### src/design/sacc_pkg.sv
// sacc_pkg: constants shared by the converter control block
// assumes a 10 MHz system clock and a 32-bit AXI4-Lite register bus
package sacc_pkg;

    // ------------------------------------------------------------
    // conversion
    // ------------------------------------------------------------
    localparam int unsigned CODE_W     = 16;
    localparam int unsigned CLK_MHZ    = 10;
    localparam int unsigned TRIAL_NS   = 400;
    localparam int unsigned TRIAL_CYC  = (TRIAL_NS * CLK_MHZ + 999) / 1000;
    localparam logic [2:0]  TICK_LAST  = 3'(TRIAL_CYC - 1);
    localparam logic [3:0]  BIT_MSB    = 4'hF;
    localparam logic [15:0] CODE_ZERO  = 16'h0000;
    localparam logic [15:0] CODE_MID   = 16'h8000;
    localparam logic [15:0] CODE_FULL  = 16'hFFFF;

    // ------------------------------------------------------------
    // serial frame
    // ------------------------------------------------------------
    localparam int unsigned FRAME_BITS = 24;
    localparam logic [4:0]  CMD_BITS   = 5'h08;
    localparam logic [4:0]  FRAME_LAST = 5'h18;
    localparam logic [7:0]  CMD_REG_RD = 8'h54;

    // ------------------------------------------------------------
    // register map, byte offsets
    // ------------------------------------------------------------
    localparam logic [5:0]  OFS_CTRL    = 6'h00;
    localparam logic [5:0]  OFS_CONFIG  = 6'h04;
    localparam logic [5:0]  OFS_RESULT  = 6'h08;
    localparam logic [5:0]  OFS_IRQ_ST  = 6'h0C;
    localparam logic [5:0]  OFS_IRQ_EN  = 6'h10;
    localparam logic [5:0]  OFS_IRQ_CLR = 6'h14;
    localparam logic [1:0]  RESP_OKAY   = 2'h0;
    localparam logic [1:0]  RESP_SLVERR = 2'h2;

    // interrupt bits: conversion done, overvoltage, frame done
    localparam int unsigned IRQ_W      = 3;
    localparam int unsigned IRQ_DONE   = 0;
    localparam int unsigned IRQ_OV     = 1;
    localparam int unsigned IRQ_FRAME  = 2;
    localparam logic [2:0]  IRQ_RST    = 3'h0;
    localparam logic        CTRL_RST   = 1'h0;
    localparam logic        OV_N_RST   = 1'h1;

    typedef enum logic [1:0] {ST_TRACK, ST_TRIAL, ST_DONE} sacc_state_t;

endpackage

### src/design/sacc_link_if.sv
// sacc_link_if: words and events between control core and serial port
// assumes both ends run on the system clock
`timescale 1ns/1ps
`default_nettype none
interface sacc_link_if;
    logic [23:0] word;         // word shifted out in the next frame
    logic        frame_start;  // one-cycle pulse, select asserted
    logic        frame_end;    // one-cycle pulse, full frame done
    logic [7:0]  cmd;          // first eight bits taken in on sdi
    modport core (output word, input frame_start, frame_end, cmd);
    modport port (input word, output frame_start, frame_end, cmd);
endinterface
`default_nettype wire

### src/design/sacc_sync.sv
// sacc_sync: two-stage synchroniser for a group of pin levels
// assumes the inputs are asynchronous to i_clk
`timescale 1ns/1ps
`default_nettype none
module sacc_sync #(
    parameter int unsigned W            = 1,
    parameter logic [W-1:0] RST_VAL     = '0
) (
    input  wire logic         i_clk,
    input  wire logic         i_rst_n,
    input  wire logic [W-1:0] i_d,
    output var  logic [W-1:0] o_q
);
    logic [W-1:0] meta_r;

    // first stage is read only by the second
    always_ff @(posedge i_clk or negedge i_rst_n)
    begin
        if (!i_rst_n)
        begin
            meta_r <= RST_VAL;
            o_q    <= RST_VAL;
        end
        else
        begin
            meta_r <= i_d;
            o_q    <= meta_r;
        end
    end
endmodule // sacc_sync
`default_nettype wire

### src/design/sacc_serial.sv
// sacc_serial: 4-wire readout port, sampled on the system clock
// assumes sck, sdi and cs_n already synchronised; sck period >> clock
`timescale 1ns/1ps
`default_nettype none
module sacc_serial (
    input  wire logic i_clk,
    input  wire logic i_rst_n,
    input  wire logic i_sck,
    input  wire logic i_sdi,
    input  wire logic i_cs_n,
    output var  logic o_sdo,
    output var  logic o_sdo_oe,
    sacc_link_if.port lk
);
    logic        sck_d_r;
    logic        cs_d_r;
    logic [23:0] sh_r;
    logic [7:0]  cmd_r;
    logic [4:0]  cnt_r;
    logic        sck_rise;
    logic        sck_fall;

    localparam logic [4:0] FRAME_LAST_L = sacc_pkg::FRAME_LAST;

    // edges found from the already synchronised levels
    assign sck_rise       = i_sck & ~sck_d_r;
    assign sck_fall       = ~i_sck & sck_d_r;
    assign lk.frame_start = ~i_cs_n & cs_d_r;
    assign lk.frame_end   = i_cs_n & ~cs_d_r & (cnt_r == FRAME_LAST_L);
    assign lk.cmd         = cmd_r;
    assign o_sdo          = sh_r[23];
    assign o_sdo_oe       = ~cs_d_r;

    always_ff @(posedge i_clk or negedge i_rst_n)
    begin
        if (!i_rst_n)
        begin
            sck_d_r <= 1'b0;
            cs_d_r  <= 1'b1;
        end
        else
        begin
            sck_d_r <= i_sck;
            cs_d_r  <= i_cs_n;
        end
    end

    // word loads at select, shifts on falling sck so host samples rising
    always_ff @(posedge i_clk or negedge i_rst_n)
    begin
        if (!i_rst_n)
        begin
            sh_r  <= 24'h000000;
            cmd_r <= 8'h00;
            cnt_r <= 5'h00;
        end
        else if (lk.frame_start)
        begin
            sh_r  <= lk.word;
            cmd_r <= 8'h00;
            cnt_r <= 5'h00;
        end
        else if (!i_cs_n)
        begin
            if (sck_rise && cnt_r != FRAME_LAST_L)
                cnt_r <= cnt_r + 5'h01;
            if (sck_rise && cnt_r < sacc_pkg::CMD_BITS)
                cmd_r <= {cmd_r[6:0], i_sdi};
            if (sck_fall && cnt_r != 5'h00)
                sh_r <= {sh_r[22:0], 1'b0};
        end
    end
endmodule // sacc_serial
`default_nettype wire

### src/design/sacc_top.sv
// sacc_top: successive approximation control, flag and register file
// assumes an analog comparator, dac switch array and clamp detector
// outside; all their levels and the host pins are asynchronous
//
// Added by the designer: register access over AXI4-Lite and the address map.
`timescale 1ns/1ps
`default_nettype none
// Function
// - rising convert_start ends tracking, holds the sample, starts a run
// - sixteen binary-weighted trials, most significant bit first
// - after the last trial the code is stored and busy drops
// - trials paced by an internal divider, never by the serial clock
// - code is straight binary: zero, midscale, all ones at top
// - span compression bit maps central part of span to full code
// - over-range input saturates to all ones
// - under-range input saturates to all zeros
// - input above reference plus 0.4 V is an overvoltage
// - active clamp records the event in the overvoltage flag
// - overvoltage flag reads zero when an event occurred
// - flag sticky; cleared only by a read after the condition ends
// - flag reachable by serial register read and with data status
// - result read after a run belongs to that same sample
module sacc_top #(
    parameter int unsigned ADDR_W = 6
) (
    input  wire logic              i_clk,
    input  wire logic              i_rst_n,
    input  wire logic              i_convert_start,
    input  wire logic              i_comp_high,
    input  wire logic              i_clamp_active,
    input  wire logic              i_sck,
    input  wire logic              i_sdi,
    input  wire logic              i_cs_n,
    output var  logic              o_sdo,
    output var  logic              o_sdo_oe,
    output var  logic              o_busy,
    output var  logic              o_track,
    output var  logic [15:0]       o_dac_bits,
    output var  logic              o_span_compress,
    output var  logic              o_irq,
    input  wire logic [ADDR_W-1:0] i_axi_awaddr,
    input  wire logic              i_axi_awvalid,
    output var  logic              o_axi_awready,
    input  wire logic [31:0]       i_axi_wdata,
    input  wire logic [3:0]        i_axi_wstrb,
    input  wire logic              i_axi_wvalid,
    output var  logic              o_axi_wready,
    output var  logic [1:0]        o_axi_bresp,
    output var  logic              o_axi_bvalid,
    input  wire logic              i_axi_bready,
    input  wire logic [ADDR_W-1:0] i_axi_araddr,
    input  wire logic              i_axi_arvalid,
    output var  logic              o_axi_arready,
    output var  logic [31:0]       o_axi_rdata,
    output var  logic [1:0]        o_axi_rresp,
    output var  logic              o_axi_rvalid,
    input  wire logic              i_axi_rready
);
    localparam int CONV_LEN = 16 * sacc_pkg::TRIAL_CYC + 1;
    localparam int RUN_MID  = CONV_LEN - 8;  // busy cycles after the first 8

    // ------------------------------------------------------------
    // pin synchronisers and serial port
    // ------------------------------------------------------------
    logic [5:0] pins_s;
    logic       cnv_s, comp_s, clamp_s, sck_s, sdi_s, cs_n_s;
    sacc_link_if lk ();

    sacc_sync #(.W(6), .RST_VAL(6'h01)) u_sync (
        .i_clk   (i_clk),
        .i_rst_n (i_rst_n),
        .i_d     ({i_convert_start, i_comp_high, i_clamp_active,
                   i_sck, i_sdi, i_cs_n}),
        .o_q     (pins_s)
    );
    assign {cnv_s, comp_s, clamp_s, sck_s, sdi_s, cs_n_s} = pins_s;

    sacc_serial u_serial (
        .i_clk    (i_clk),
        .i_rst_n  (i_rst_n),
        .i_sck    (sck_s),
        .i_sdi    (sdi_s),
        .i_cs_n   (cs_n_s),
        .o_sdo    (o_sdo),
        .o_sdo_oe (o_sdo_oe),
        .lk       (lk.port)
    );

    // ------------------------------------------------------------
    // conversion sequencer
    // ------------------------------------------------------------
    sacc_pkg::sacc_state_t state_r;
    logic        cnv_d_r, cnv_rise, decide;
    logic [3:0]  bit_r;
    logic [2:0]  tick_r;
    logic [15:0] trial_r, result_r;
    logic        all_hi_r, all_lo_r, span_run_r, ctrl_span_r;

    assign cnv_rise = cnv_s & ~cnv_d_r;
    // the divider paces each trial; the serial clock plays no part
    assign decide   = (state_r == sacc_pkg::ST_TRIAL)
                      & (tick_r == sacc_pkg::TICK_LAST);
    assign o_busy   = (state_r != sacc_pkg::ST_TRACK);
    assign o_track  = (state_r == sacc_pkg::ST_TRACK);
    assign o_dac_bits      = trial_r;
    assign o_span_compress = span_run_r;

    always_ff @(posedge i_clk or negedge i_rst_n)
    begin
        if (!i_rst_n)
        begin
            state_r <= sacc_pkg::ST_TRACK;
            cnv_d_r <= 1'b0;
            bit_r   <= sacc_pkg::BIT_MSB;
            tick_r  <= 3'h0;
        end
        else
        begin
            cnv_d_r <= cnv_s;
            unique case (state_r)
                sacc_pkg::ST_TRACK:
                    if (cnv_rise)  // edges during a run are ignored
                    begin
                        state_r <= sacc_pkg::ST_TRIAL;
                        bit_r   <= sacc_pkg::BIT_MSB;
                        tick_r  <= 3'h0;
                    end
                sacc_pkg::ST_TRIAL:
                begin
                    tick_r <= decide ? 3'h0 : tick_r + 3'h1;
                    if (decide)
                    begin
                        bit_r <= bit_r - 4'h1;
                        if (bit_r == 4'h0)
                            state_r <= sacc_pkg::ST_DONE;
                    end
                end
                sacc_pkg::ST_DONE:
                    state_r <= sacc_pkg::ST_TRACK;
            endcase
        end
    end

    // straight binary weights
    // comparator high keeps the bit; always high/low saturates
    always_ff @(posedge i_clk or negedge i_rst_n)
    begin
        if (!i_rst_n)
            trial_r <= sacc_pkg::CODE_ZERO;
        else if (o_track && cnv_rise)
            trial_r <= sacc_pkg::CODE_MID;
        else if (decide)
        begin
            trial_r[bit_r] <= comp_s;
            if (bit_r != 4'h0)
                trial_r[bit_r - 4'h1] <= 1'b1;
        end
    end

    always_ff @(posedge i_clk or negedge i_rst_n)
    begin
        if (!i_rst_n)
        begin
            all_hi_r <= 1'b0;
            all_lo_r <= 1'b0;
        end
        else if (o_track && cnv_rise)
        begin
            all_hi_r <= 1'b1;
            all_lo_r <= 1'b1;
        end
        else if (decide)
        begin
            all_hi_r <= all_hi_r & comp_s;
            all_lo_r <= all_lo_r & ~comp_s;
        end
    end

    // result is this sample, no pipeline
    always_ff @(posedge i_clk or negedge i_rst_n)
    begin
        if (!i_rst_n)
            result_r <= sacc_pkg::CODE_ZERO;
        else if (state_r == sacc_pkg::ST_DONE)
            result_r <= trial_r;
    end

    always_ff @(posedge i_clk or negedge i_rst_n)
    begin
        if (!i_rst_n)
            span_run_r <= sacc_pkg::CTRL_RST;
        else if (o_track)
            span_run_r <= ctrl_span_r;
    end

    // ------------------------------------------------------------
    // overvoltage flag and serial word
    // ------------------------------------------------------------
    logic ov_n_r, reg_pend_r, cfg_rd_axi, cfg_rd;
    logic [15:0] cfg_word;

    assign cfg_word = {14'h0000, span_run_r, ov_n_r};
    assign cfg_rd   = cfg_rd_axi | (lk.frame_end & reg_pend_r);
    // status byte carries the flag beside the data
    assign lk.word  = reg_pend_r ? {cfg_word, 8'h00}
                    : {result_r, ov_n_r, span_run_r, o_busy, 5'h00};

    // set wins; read clears only when clamp is off
    always_ff @(posedge i_clk or negedge i_rst_n)
    begin
        if (!i_rst_n)
            ov_n_r <= sacc_pkg::OV_N_RST;
        else if (clamp_s)
            ov_n_r <= 1'b0;
        else if (cfg_rd)
            ov_n_r <= 1'b1;
    end

    // register read command selects next frame's word
    always_ff @(posedge i_clk or negedge i_rst_n)
    begin
        if (!i_rst_n)
            reg_pend_r <= 1'b0;
        else if (lk.frame_end)
            reg_pend_r <= ~reg_pend_r & (lk.cmd == sacc_pkg::CMD_REG_RD);
    end

    // ------------------------------------------------------------
    // interrupts
    // ------------------------------------------------------------
    logic [2:0] irq_st_r, irq_en_r, irq_set, irq_clr;
    logic       done_pulse;

    assign done_pulse = (state_r == sacc_pkg::ST_DONE);
    assign irq_set    = {lk.frame_end, clamp_s, done_pulse};
    assign o_irq      = |(irq_st_r & irq_en_r);

    // a new event wins over a clear in the same cycle
    always_ff @(posedge i_clk or negedge i_rst_n)
    begin
        if (!i_rst_n)
            irq_st_r <= sacc_pkg::IRQ_RST;
        else
            irq_st_r <= (irq_st_r & ~irq_clr) | irq_set;
    end

    // ------------------------------------------------------------
    // axi4-lite slave
    // ------------------------------------------------------------
    logic              aw_got_r, w_got_r, wr_go, wr_ok;
    logic [ADDR_W-1:0] awaddr_r;
    logic [31:0]       wdata_r;
    logic              wstrb0_r;
    logic [31:0]       rd_data;
    logic              rd_ok;
    logic [5:0]        wa, ra;

    assign wa            = 6'(awaddr_r);
    assign ra            = 6'(i_axi_araddr);
    assign o_axi_awready = ~aw_got_r & ~o_axi_bvalid;
    assign o_axi_wready  = ~w_got_r & ~o_axi_bvalid;
    assign o_axi_arready = ~o_axi_rvalid;
    assign wr_go         = aw_got_r & w_got_r & ~o_axi_bvalid;
    assign wr_ok         = (wa == sacc_pkg::OFS_CTRL)
                         | (wa == sacc_pkg::OFS_IRQ_EN)
                         | (wa == sacc_pkg::OFS_IRQ_CLR);
    assign irq_clr       = (wr_go && wstrb0_r && wa == sacc_pkg::OFS_IRQ_CLR)
                         ? wdata_r[2:0] : 3'h0;
    assign cfg_rd_axi    = i_axi_arvalid & o_axi_arready
                         & (ra == sacc_pkg::OFS_CONFIG);

    // address and data taken in either order
    always_ff @(posedge i_clk or negedge i_rst_n)
    begin
        if (!i_rst_n)
        begin
            aw_got_r     <= 1'b0;
            w_got_r      <= 1'b0;
            awaddr_r     <= '0;
            wdata_r      <= 32'h00000000;
            wstrb0_r     <= 1'b0;
            o_axi_bvalid <= 1'b0;
            o_axi_bresp  <= sacc_pkg::RESP_OKAY;
        end
        else
        begin
            if (i_axi_awvalid && o_axi_awready)
            begin
                aw_got_r <= 1'b1;
                awaddr_r <= i_axi_awaddr;
            end
            if (i_axi_wvalid && o_axi_wready)
            begin
                w_got_r  <= 1'b1;
                wdata_r  <= i_axi_wdata;
                wstrb0_r <= i_axi_wstrb[0];
            end
            if (wr_go)
            begin
                aw_got_r     <= 1'b0;
                w_got_r      <= 1'b0;
                o_axi_bvalid <= 1'b1;
                o_axi_bresp  <= wr_ok ? sacc_pkg::RESP_OKAY
                                      : sacc_pkg::RESP_SLVERR;
            end
            else if (i_axi_bready)
                o_axi_bvalid <= 1'b0;
        end
    end

    // software-written controls
    always_ff @(posedge i_clk or negedge i_rst_n)
    begin
        if (!i_rst_n)
        begin
            ctrl_span_r <= sacc_pkg::CTRL_RST;
            irq_en_r    <= sacc_pkg::IRQ_RST;
        end
        else if (wr_go && wstrb0_r)
        begin
            if (wa == sacc_pkg::OFS_CTRL)
                ctrl_span_r <= wdata_r[0];
            if (wa == sacc_pkg::OFS_IRQ_EN)
                irq_en_r <= wdata_r[2:0];
        end
    end

    // read mux; unmapped or unaligned gives slverr and zero
    always_comb
    begin
        rd_data = 32'h00000000;
        rd_ok   = 1'b1;
        case (ra)
            sacc_pkg::OFS_CTRL:    rd_data = {31'h0, ctrl_span_r};
            sacc_pkg::OFS_CONFIG:  rd_data = {16'h0000, cfg_word};
            sacc_pkg::OFS_RESULT:  rd_data = {16'h0000, result_r};
            sacc_pkg::OFS_IRQ_ST:  rd_data = {29'h0, irq_st_r};
            sacc_pkg::OFS_IRQ_EN:  rd_data = {29'h0, irq_en_r};
            sacc_pkg::OFS_IRQ_CLR: rd_data = 32'h00000000;
            default:               rd_ok   = 1'b0;
        endcase
    end

    always_ff @(posedge i_clk or negedge i_rst_n)
    begin
        if (!i_rst_n)
        begin
            o_axi_rvalid <= 1'b0;
            o_axi_rdata  <= 32'h00000000;
            o_axi_rresp  <= sacc_pkg::RESP_OKAY;
        end
        else if (i_axi_arvalid && o_axi_arready)
        begin
            o_axi_rvalid <= 1'b1;
            o_axi_rdata  <= rd_data;
            o_axi_rresp  <= rd_ok ? sacc_pkg::RESP_OKAY
                                  : sacc_pkg::RESP_SLVERR;
        end
        else if (i_axi_rready)
            o_axi_rvalid <= 1'b0;
    end
endmodule // sacc_top
`default_nettype wire

### config.mk
export PLATFORM = sky130hd
export DESIGN_NAME = sacc_top
export DESIGN_NICKNAME = d
export VERILOG_FILES = /design/src/design/sacc_pkg.sv /design/src/design/sacc_link_if.sv /design/src/design/sacc_sync.sv /design/src/design/sacc_serial.sv /design/src/design/sacc_top.sv
export SDC_FILE = /design/constraint.sdc
export NUM_CORES = 1
export LEC_CHECK = 0
export ABC_AREA = 1
export BUFFER_PORTS_ARGS = -buffer_cell sky130_fd_sc_hd__buf_2
export CAP_MARGIN = 40
export CELL_PAD_IN_SITES_DETAIL_PLACEMENT = 2
export CELL_PAD_IN_SITES_GLOBAL_PLACEMENT = 2
export CORE_ASPECT_RATIO = 1.25
export CORE_UTILIZATION = 33
export DETAILED_ROUTE_END_ITERATION = 8
export HOLD_SLACK_MARGIN = 0.12
export PLACE_DENSITY_LB_ADDON = 0.1
export SLEW_MARGIN = 10
export SYNTH_ARGS = -nofsm -noshare
export SYNTH_HDL_FRONTEND = slang
export SYNTH_HIERARCHICAL = 1
export SYNTH_SLANG_ARGS = --single-unit
### constraint.sdc
create_clock -name i_clk -period 2.4 [get_ports i_clk]
set_clock_uncertainty 0.2 [all_clocks]
set_input_delay 0 -clock i_clk [delete_from_list [all_inputs] [get_ports i_clk]]
set_output_delay 0 -clock i_clk [all_outputs]
set_load 0.02 [all_outputs]
==> reports/metrics.cfg, run 1 <==
[run_status]
run_status=finished, final reports clean

[pwr]
netSwitchingPower_mw=2.82
p_per_area_mw_per_mm2=953
p_comb_share_pct=27.0
p_leak_nw=4.44
p_total_mw=8.24
switching_share_pct=34.2
p_clk_share_pct=36.6
vdd_ir_drop_max_mv=0.498
p_seq_share_pct=36.4
p_int_mw=5.42

[routing]
wl_um=21700
via_count=6112
via_per_inst=4.89
drtAntennaViolNets=0
firstDrtPassIters=6
drt-wirelength-per-cell_um=17.4
drt_drc_violations_left=0
drtIter0Drc=204

[placed_design]
postPlaceCellArea_sq_mm=0.00740
io_buffer_count=73
hpwl_um=14100
place_ws_ps=271
place.gp.congestion=0.786

[sta]
worst-slew-pin-transition_ps=717
finalSetupViolations=0
worst_slew_margin_rel_pct=52.2
timing_max_transition_violations_final=0
final-hold-violation-count=0
fmax_mhz=418
fin_setup_tns_ps=0
tcrit_tclk_final_pct=99.7
rsz0062_at_grt=yes
timing.final.ws_setup_ps=6.84
period_needed_ps=2390

[clocking]
cts.htree.levels=4
later_pin_clock_latency_in_the_skew_report_ps=420
cts_buffers=17
cts_tree=built
post-cts-setup-buffer-count=0
ctsLongestPathBuffers=2
clkTransAtPathRegs_ps=60
clock_sinks=135
clock-root-buffer=clkbuf_16

[flow_run]
maxCapViolations=0

[layout]
finish.instance_area_sq_mm=0.00864
final_layout_size_suffix_gt1_share_pct=17.0
insertedDiodeCount=0
nNetsFinal=1040
area_growth_syn_to_layout_pct=26.0

[logic_synthesis]
yosys-top-cells-area=dfrtp_1, nand2_1, nand3_1
synth_top_area_share_pct=46.3
synth_enable_flop_cells=0
post_synth_instance_area_sq_mm=0.00686
yosys_warnings=6
synthDominantAreaCellType=dfrtp_1
most_used_flip_flop_cell_after_synthesis=dfrtp_1
synth_cells=837
yosysUniqueCellTypes=45
synth-async-reset-ratio_pct=100
syn_area_per_cell_sq_um=8.20
register_bit_count_reported_by_yosys=135
share_of_synthesized_area_occupied_by_flip_flops_and_latches_pct=49.4

[grt]
global_route.overflow_total=0
antenna_found_initial=0
grt_use_total_pct=22.1
grt_first_pass_wirelength_um=36300
grt_max_degree=72
grt_pass1_vias=6970

[worst_setup_path]
timing.critical_path.required_ps=2510
reg2reg_from=w_got_r$_DFFE_PN0P_
worstSetupStartpointType=flop
crit_type=reg -> reg
r2r_end=wdata_r[1]$_DFFE_PN0P_
cp_capture_type=flop
path_max_fanout=9
r2r_slack_ps=7
reg2regPathDepth=6
arrival_ps=2500

[die]
io_pins=124
design.die.area_sq_mm=0.0214
chipHeight_um=163
die_width_um=131
start_util_pct=33.9
core-area_sq_mm=0.0202
floorplan.rows=58

[hold_path]
holdCritPathClass=reg -> reg
hp-start=u_sync/meta_r[5]$_DFF_PN0_
hold_path_depth=0
min_to=u_sync/o_q[5]$_DFF_PN0_

## worst max path at each step
stage | end | slack [ps] | from
final | wdata_r[1]$_DFFE_PN0P_ | 7 | w_got_r$_DFFE_PN0P_
after CTS | wdata_r[1]$_DFFE_PN0P_ | 10 | o_axi_bvalid$_DFFE_PN0P_
after global placement | reg_pend_r$_DFFE_PN0P_ | 400 | u_serial/cnt_r[0]$_DFFE_PN0P_
after detailed placement | reg_pend_r$_DFFE_PN0P_ | 270 | u_serial/cnt_r[0]$_DFFE_PN0P_
after global routing | wdata_r[1]$_DFFE_PN0P_ | -90 | o_axi_bvalid$_DFFE_PN0P_
after floorplan | o_dac_bits[11]$_DFFE_PN0P_ | 620 | state_r[0]$_DFFE_PN0P_
## cell usage after synthesis (2+ instances only)
cell	count
a21oi_1	16
a22oi_1	2
buf_2	9
buf_4	23
buf_6	9
clkbuf_1	7
dfrtp_1	127
dfstp_2	8
ha_1	11
inv_1	68
inv_2	8
inv_4	3
mux2_1	2
nand2_1	282
nand2_4	4
nand3_1	77
nand3_2	2
nand3_4	2
nand4_1	21
nor2_1	61
nor2_2	4
nor2_4	3
nor3_1	6
o211ai_1	3
o21ai_0	32
o21ai_1	17
o31ai_1	3
o31ai_2	10
## per-layer routing
layer,GRT usage [%],vias to the layer above,wire (um)
met5,0,-,0
met4,7.16,0,464
met3,3.44,36,497
li1,-,2906,-
met2,41.7,79,12000
met1,24.8,3091,8740
## state kept, by name, indices dropped and copies added, names as in the netlist, 2 cells and up
register         flops
bit_r                4
awaddr_r             6
o_axi_rdata         16
u_sync/meta_r        6
u_serial/sh_r       24
u_serial/lk.cmd      8
o_dac_bits          16
irq_st_r             3
u_serial/cnt_r       5
irq_en_r             3
result_r            16
wdata_r              3
tick_r               3
u_sync/o_q           6
state_r              2
## stage by stage
step	hold WS (ps)	util, %	cells
3_5_place_dp	-112	36.6	1163
6_report	150	42.7	1251
4_1_cts	152	42.7	1252
2_1_floorplan	-496	-	859
3_3_place_gp	-118	36.6	1163
5_1_grt	170	42.7	1251
## area by class of cell
cell class | instances | area [sq um]
clock buffer | 19 | 443
clock inverter | 13 | 226
fill | 2300 | 11600
inverter | 80 | 308
multi-input combinational | 595 | 2910
sequential | 135 | 3390
tap | 270 | 338
timing repair buffer | 139 | 1030
## critical path: stages (launching register included)
cell           delay (ps)
dfrtp_1               400
nor2_1                200
nand2_2               170
nor2_1                120
dlygate4sd3_1         570
a21oi_1                60
dlygate4sd3_1         560
## cells by family (layout without fill, tap and decap cells)
family | after synthesis | count (layout) | synth area share (%)
simple gates | 466 | 466 | 29.8
flops | 135 | 135 | 49.4
buf+inv | 129 | 251 | 9.58
compound gates | 91 | 91 | 8.59
fa+ha+maj | 11 | 11 | 2.01
mux | 3 | 3 | 0.492
other cells | 1 | 23 | 0.0547
xor+xnor | 1 | 1 | 0.128
## repair_timing
| action | 4_1_cts | 5_1_grt |
|---|---|---|
| setup endpoints to repair | 0 | 4 |
| endpoints found under the hold margin | 173 | 0 |
| hold buffers | 57 | 0 |
| gates resized for setup | 0 | 2 |
## power by group through the flow
stage               combinational (mW)  sequential (mW)  clock [mW]
finish                            2.22             3.00        3.02
global route                      2.49             3.05        3.17
CTS                               2.22             3.00        3.06
detailed placement                2.05             3.03           0
global placement                  1.95             2.99           0
floorplan                         1.38             3.03           0
## placed cells by master (no fill, tap or decap), drive strengths merged, types with 2 or more instances in the layout
cell type / synthesis / layout
buf: 42 / 83
nor2: 69 / 69
o21ai: 50 / 50
dfrtp: 127 / 127
nand3: 81 / 81
o211ai: 4 / 4
a31oi: 2 / 2
ha: 11 / 11
o31ai: 13 / 13
a21oi: 17 / 17
nand4: 21 / 21
dlygate4sd3: 0 / 56
nor3: 7 / 7
a22oi: 2 / 2
conb: 1 / 23
dfstp: 8 / 8
bufinv: 0 / 6
inv: 79 / 79
clkinv: 1 / 8
mux2: 3 / 3
clkbuf: 7 / 19
nand2: 287 / 287
Note: power is estimated with default switching activity, not from simulation.
==> run 2: changes to the inputs <==
PLACE_DENSITY = 0.78   (was default)
PLACE_DENSITY_LB_ADDON = default   (was 0.1)
==> run 2 against run 1 <==
Hold slack is essentially flat. Flip-flop and latch count did not move. Via count increased by 0.59%. Utilization rose by 0.15 points. Die area is the same. Sequential power hardly changed. Sequential share of layout area decreased by 0.13 points. Global-route usage is 0.48 points higher. First-iteration DRC count fell by 21%. Cell count up 0.24%. Maximum frequency is 2.4% higher. Critical endpoint is now wstrb0_r$_DFFE_PN0P_.
==> reports/metrics.cfg, run 2 (synthesis gave the netlist of run 1 again) <==
[routing]
drtAntennaViolNets=0
drt-wirelength-per-cell_um=17.6
drtIter0Drc=161
wl_um=22100
via_per_inst=4.90
firstDrtPassIters=4
drt_drc_violations_left=0
via_count=6148

[hold_path]
holdCritPathClass=reg -> reg
hold_path_depth=0

[clocking]
cts.htree.levels=4
clock-root-buffer=clkbuf_16
clkTransAtPathRegs_ps=70
cts_buffers=17
ctsLongestPathBuffers=2
later_pin_clock_latency_in_the_skew_report_ps=430
clock_sinks=135
cts_tree=built
post-cts-setup-buffer-count=0

[layout]
insertedDiodeCount=0
layout_common_cells=nand2_1, dfrtp_1, nand3_1
final_cell_count_no_fill=1254
final_layout_size_suffix_gt1_share_pct=17.0
nNetsFinal=1043
layout.cells.most_common=nand2_1
area_growth_syn_to_layout_pct=26.4
biggest_register=u_serial/sh_r
largest_reg_flops=24

[pwr]
p_per_area_mw_per_mm2=945
vdd_ir_drop_max_mv=0.478
p_leak_nw=4.46
p_total_mw=8.20

[sta]
finalSetupViolations=0
fin_setup_tns_ps=0
worst_slew_margin_rel_pct=59.1
final-hold-violation-count=0
period_needed_ps=2340
tcrit_tclk_final_pct=97.3
timing_max_transition_violations_final=0
finalHoldWorstSlack_ps=150
rsz0062_at_grt=no
fmax_mhz=428
worst-slew-pin-transition_ps=613

[die]
io_pins=124
design.die.area_sq_mm=0.0214
die_width_um=131
core-area_sq_mm=0.0202
floorplan.rows=58
start_util_pct=33.9
chipHeight_um=163

[worst_setup_path]
path_max_fanout=9
arrival_ps=2440
worstSetupStartpointType=flop
r2r_slack_ps=60
cp_capture_type=flop
timing.critical_path.required_ps=2500
reg2regPathDepth=6
crit_type=reg -> reg

[run_status]
run_status=finished, final reports clean

[grt]
met3_usage_pct=3.73
grt_pass1_vias=6939
antenna_found_initial=0
grt_use_total_pct=22.5
grt_use_met2_pct=41.3
global_route.overflow_total=0
grt_most_used_layer=met2
grtUsageMet1_pct=25.5
grt_first_pass_wirelength_um=36700
grt_max_degree=61

[placed_design]
io_buffer_count=73
place.gp.congestion=0.817
dp_cells=1163
hpwl_um=13400

[flow_run]
maxCapViolations=0

## run 2: cell count changes in the layout (fill, tap and decap cells not counted), sizes merged
| cell | delta |
|---|---|
| clkinv | -2 |
| clkbuf | +3 |
| dlygate4sd3 | +3 |
| bufinv | -1 |
## run 2: area by class of cell
| type | count | area (sq um) |
|---|---|---|
| inverter | 80 | 308 |
| sequential | 135 | 3390 |
| clock buffer | 22 | 464 |
| timing repair buffer | 142 | 1090 |
| clock inverter | 10 | 175 |
| tap | 270 | 338 |
| multi-input combinational | 595 | 2910 |
| fill | 2272 | 11600 |
## run 2: timing repair
item | CTS | global route
setup endpoints to repair | 0 | 6
hold endpoints to repair | 173 | 0
gates resized for setup | 0 | 5
hold buffers | 60 | 0
## run 2: final timing paths
| path | from | to |
|---|---|---|
| worst max-delay path | w_got_r$_DFFE_PN0P_ | wstrb0_r$_DFFE_PN0P_ |
| worst min-delay path | u_sync/meta_r[4]$_DFF_PN0_ | u_sync/o_q[4]$_DFF_PN0_ |
| worst max register to register | w_got_r$_DFFE_PN0P_ | wstrb0_r$_DFFE_PN0P_ |
| worst min register to register | u_sync/meta_r[4]$_DFF_PN0_ | u_sync/o_q[4]$_DFF_PN0_ |
| max in group asynchronous | i_rst_n | u_sync/meta_r[0]$_DFF_PN1_ |
| min in group asynchronous | i_rst_n | result_r[12]$_DFFE_PN0P_ |
## run 2: where the power goes
part | total [mW] | switching, mW | internal [mW]
combinational | 2.30 | 1.51 | 0.788
clock | 2.88 | 0.992 | 1.89
sequential | 3.01 | 0.312 | 2.70
## run 2: routing by layer
layer	share of wire [%]	up-vias	wire length, um
li1	-	2911	-
met1	40	3087	8770
met2	55	100	12200
met3	2.4	50	526
met4	2.9	0	635
met5	0	-	0
## run 2: stage by stage
| step | utilization, % | setup WS (ps) | area, sq um |
|---|---|---|---|
| floorplan | - | 616 | 6940 |
| global route | 42.8 | 10.8 | 8670 |
| detailed placement | 36.7 | 335 | 7430 |
| CTS | 42.8 | 9.05 | 8670 |
| global placement | 36.7 | 436 | 7430 |
| finish | 42.8 | 64.1 | 8670 |
## run 2: critical path: stages (launching register included)
cell and delay, ps:
dfrtp_2 440, nor2_4 150, nand2_4 100, nor2_1 120, dlygate4sd3_1 560, a21oi_1 50
dlygate4sd3_1 590
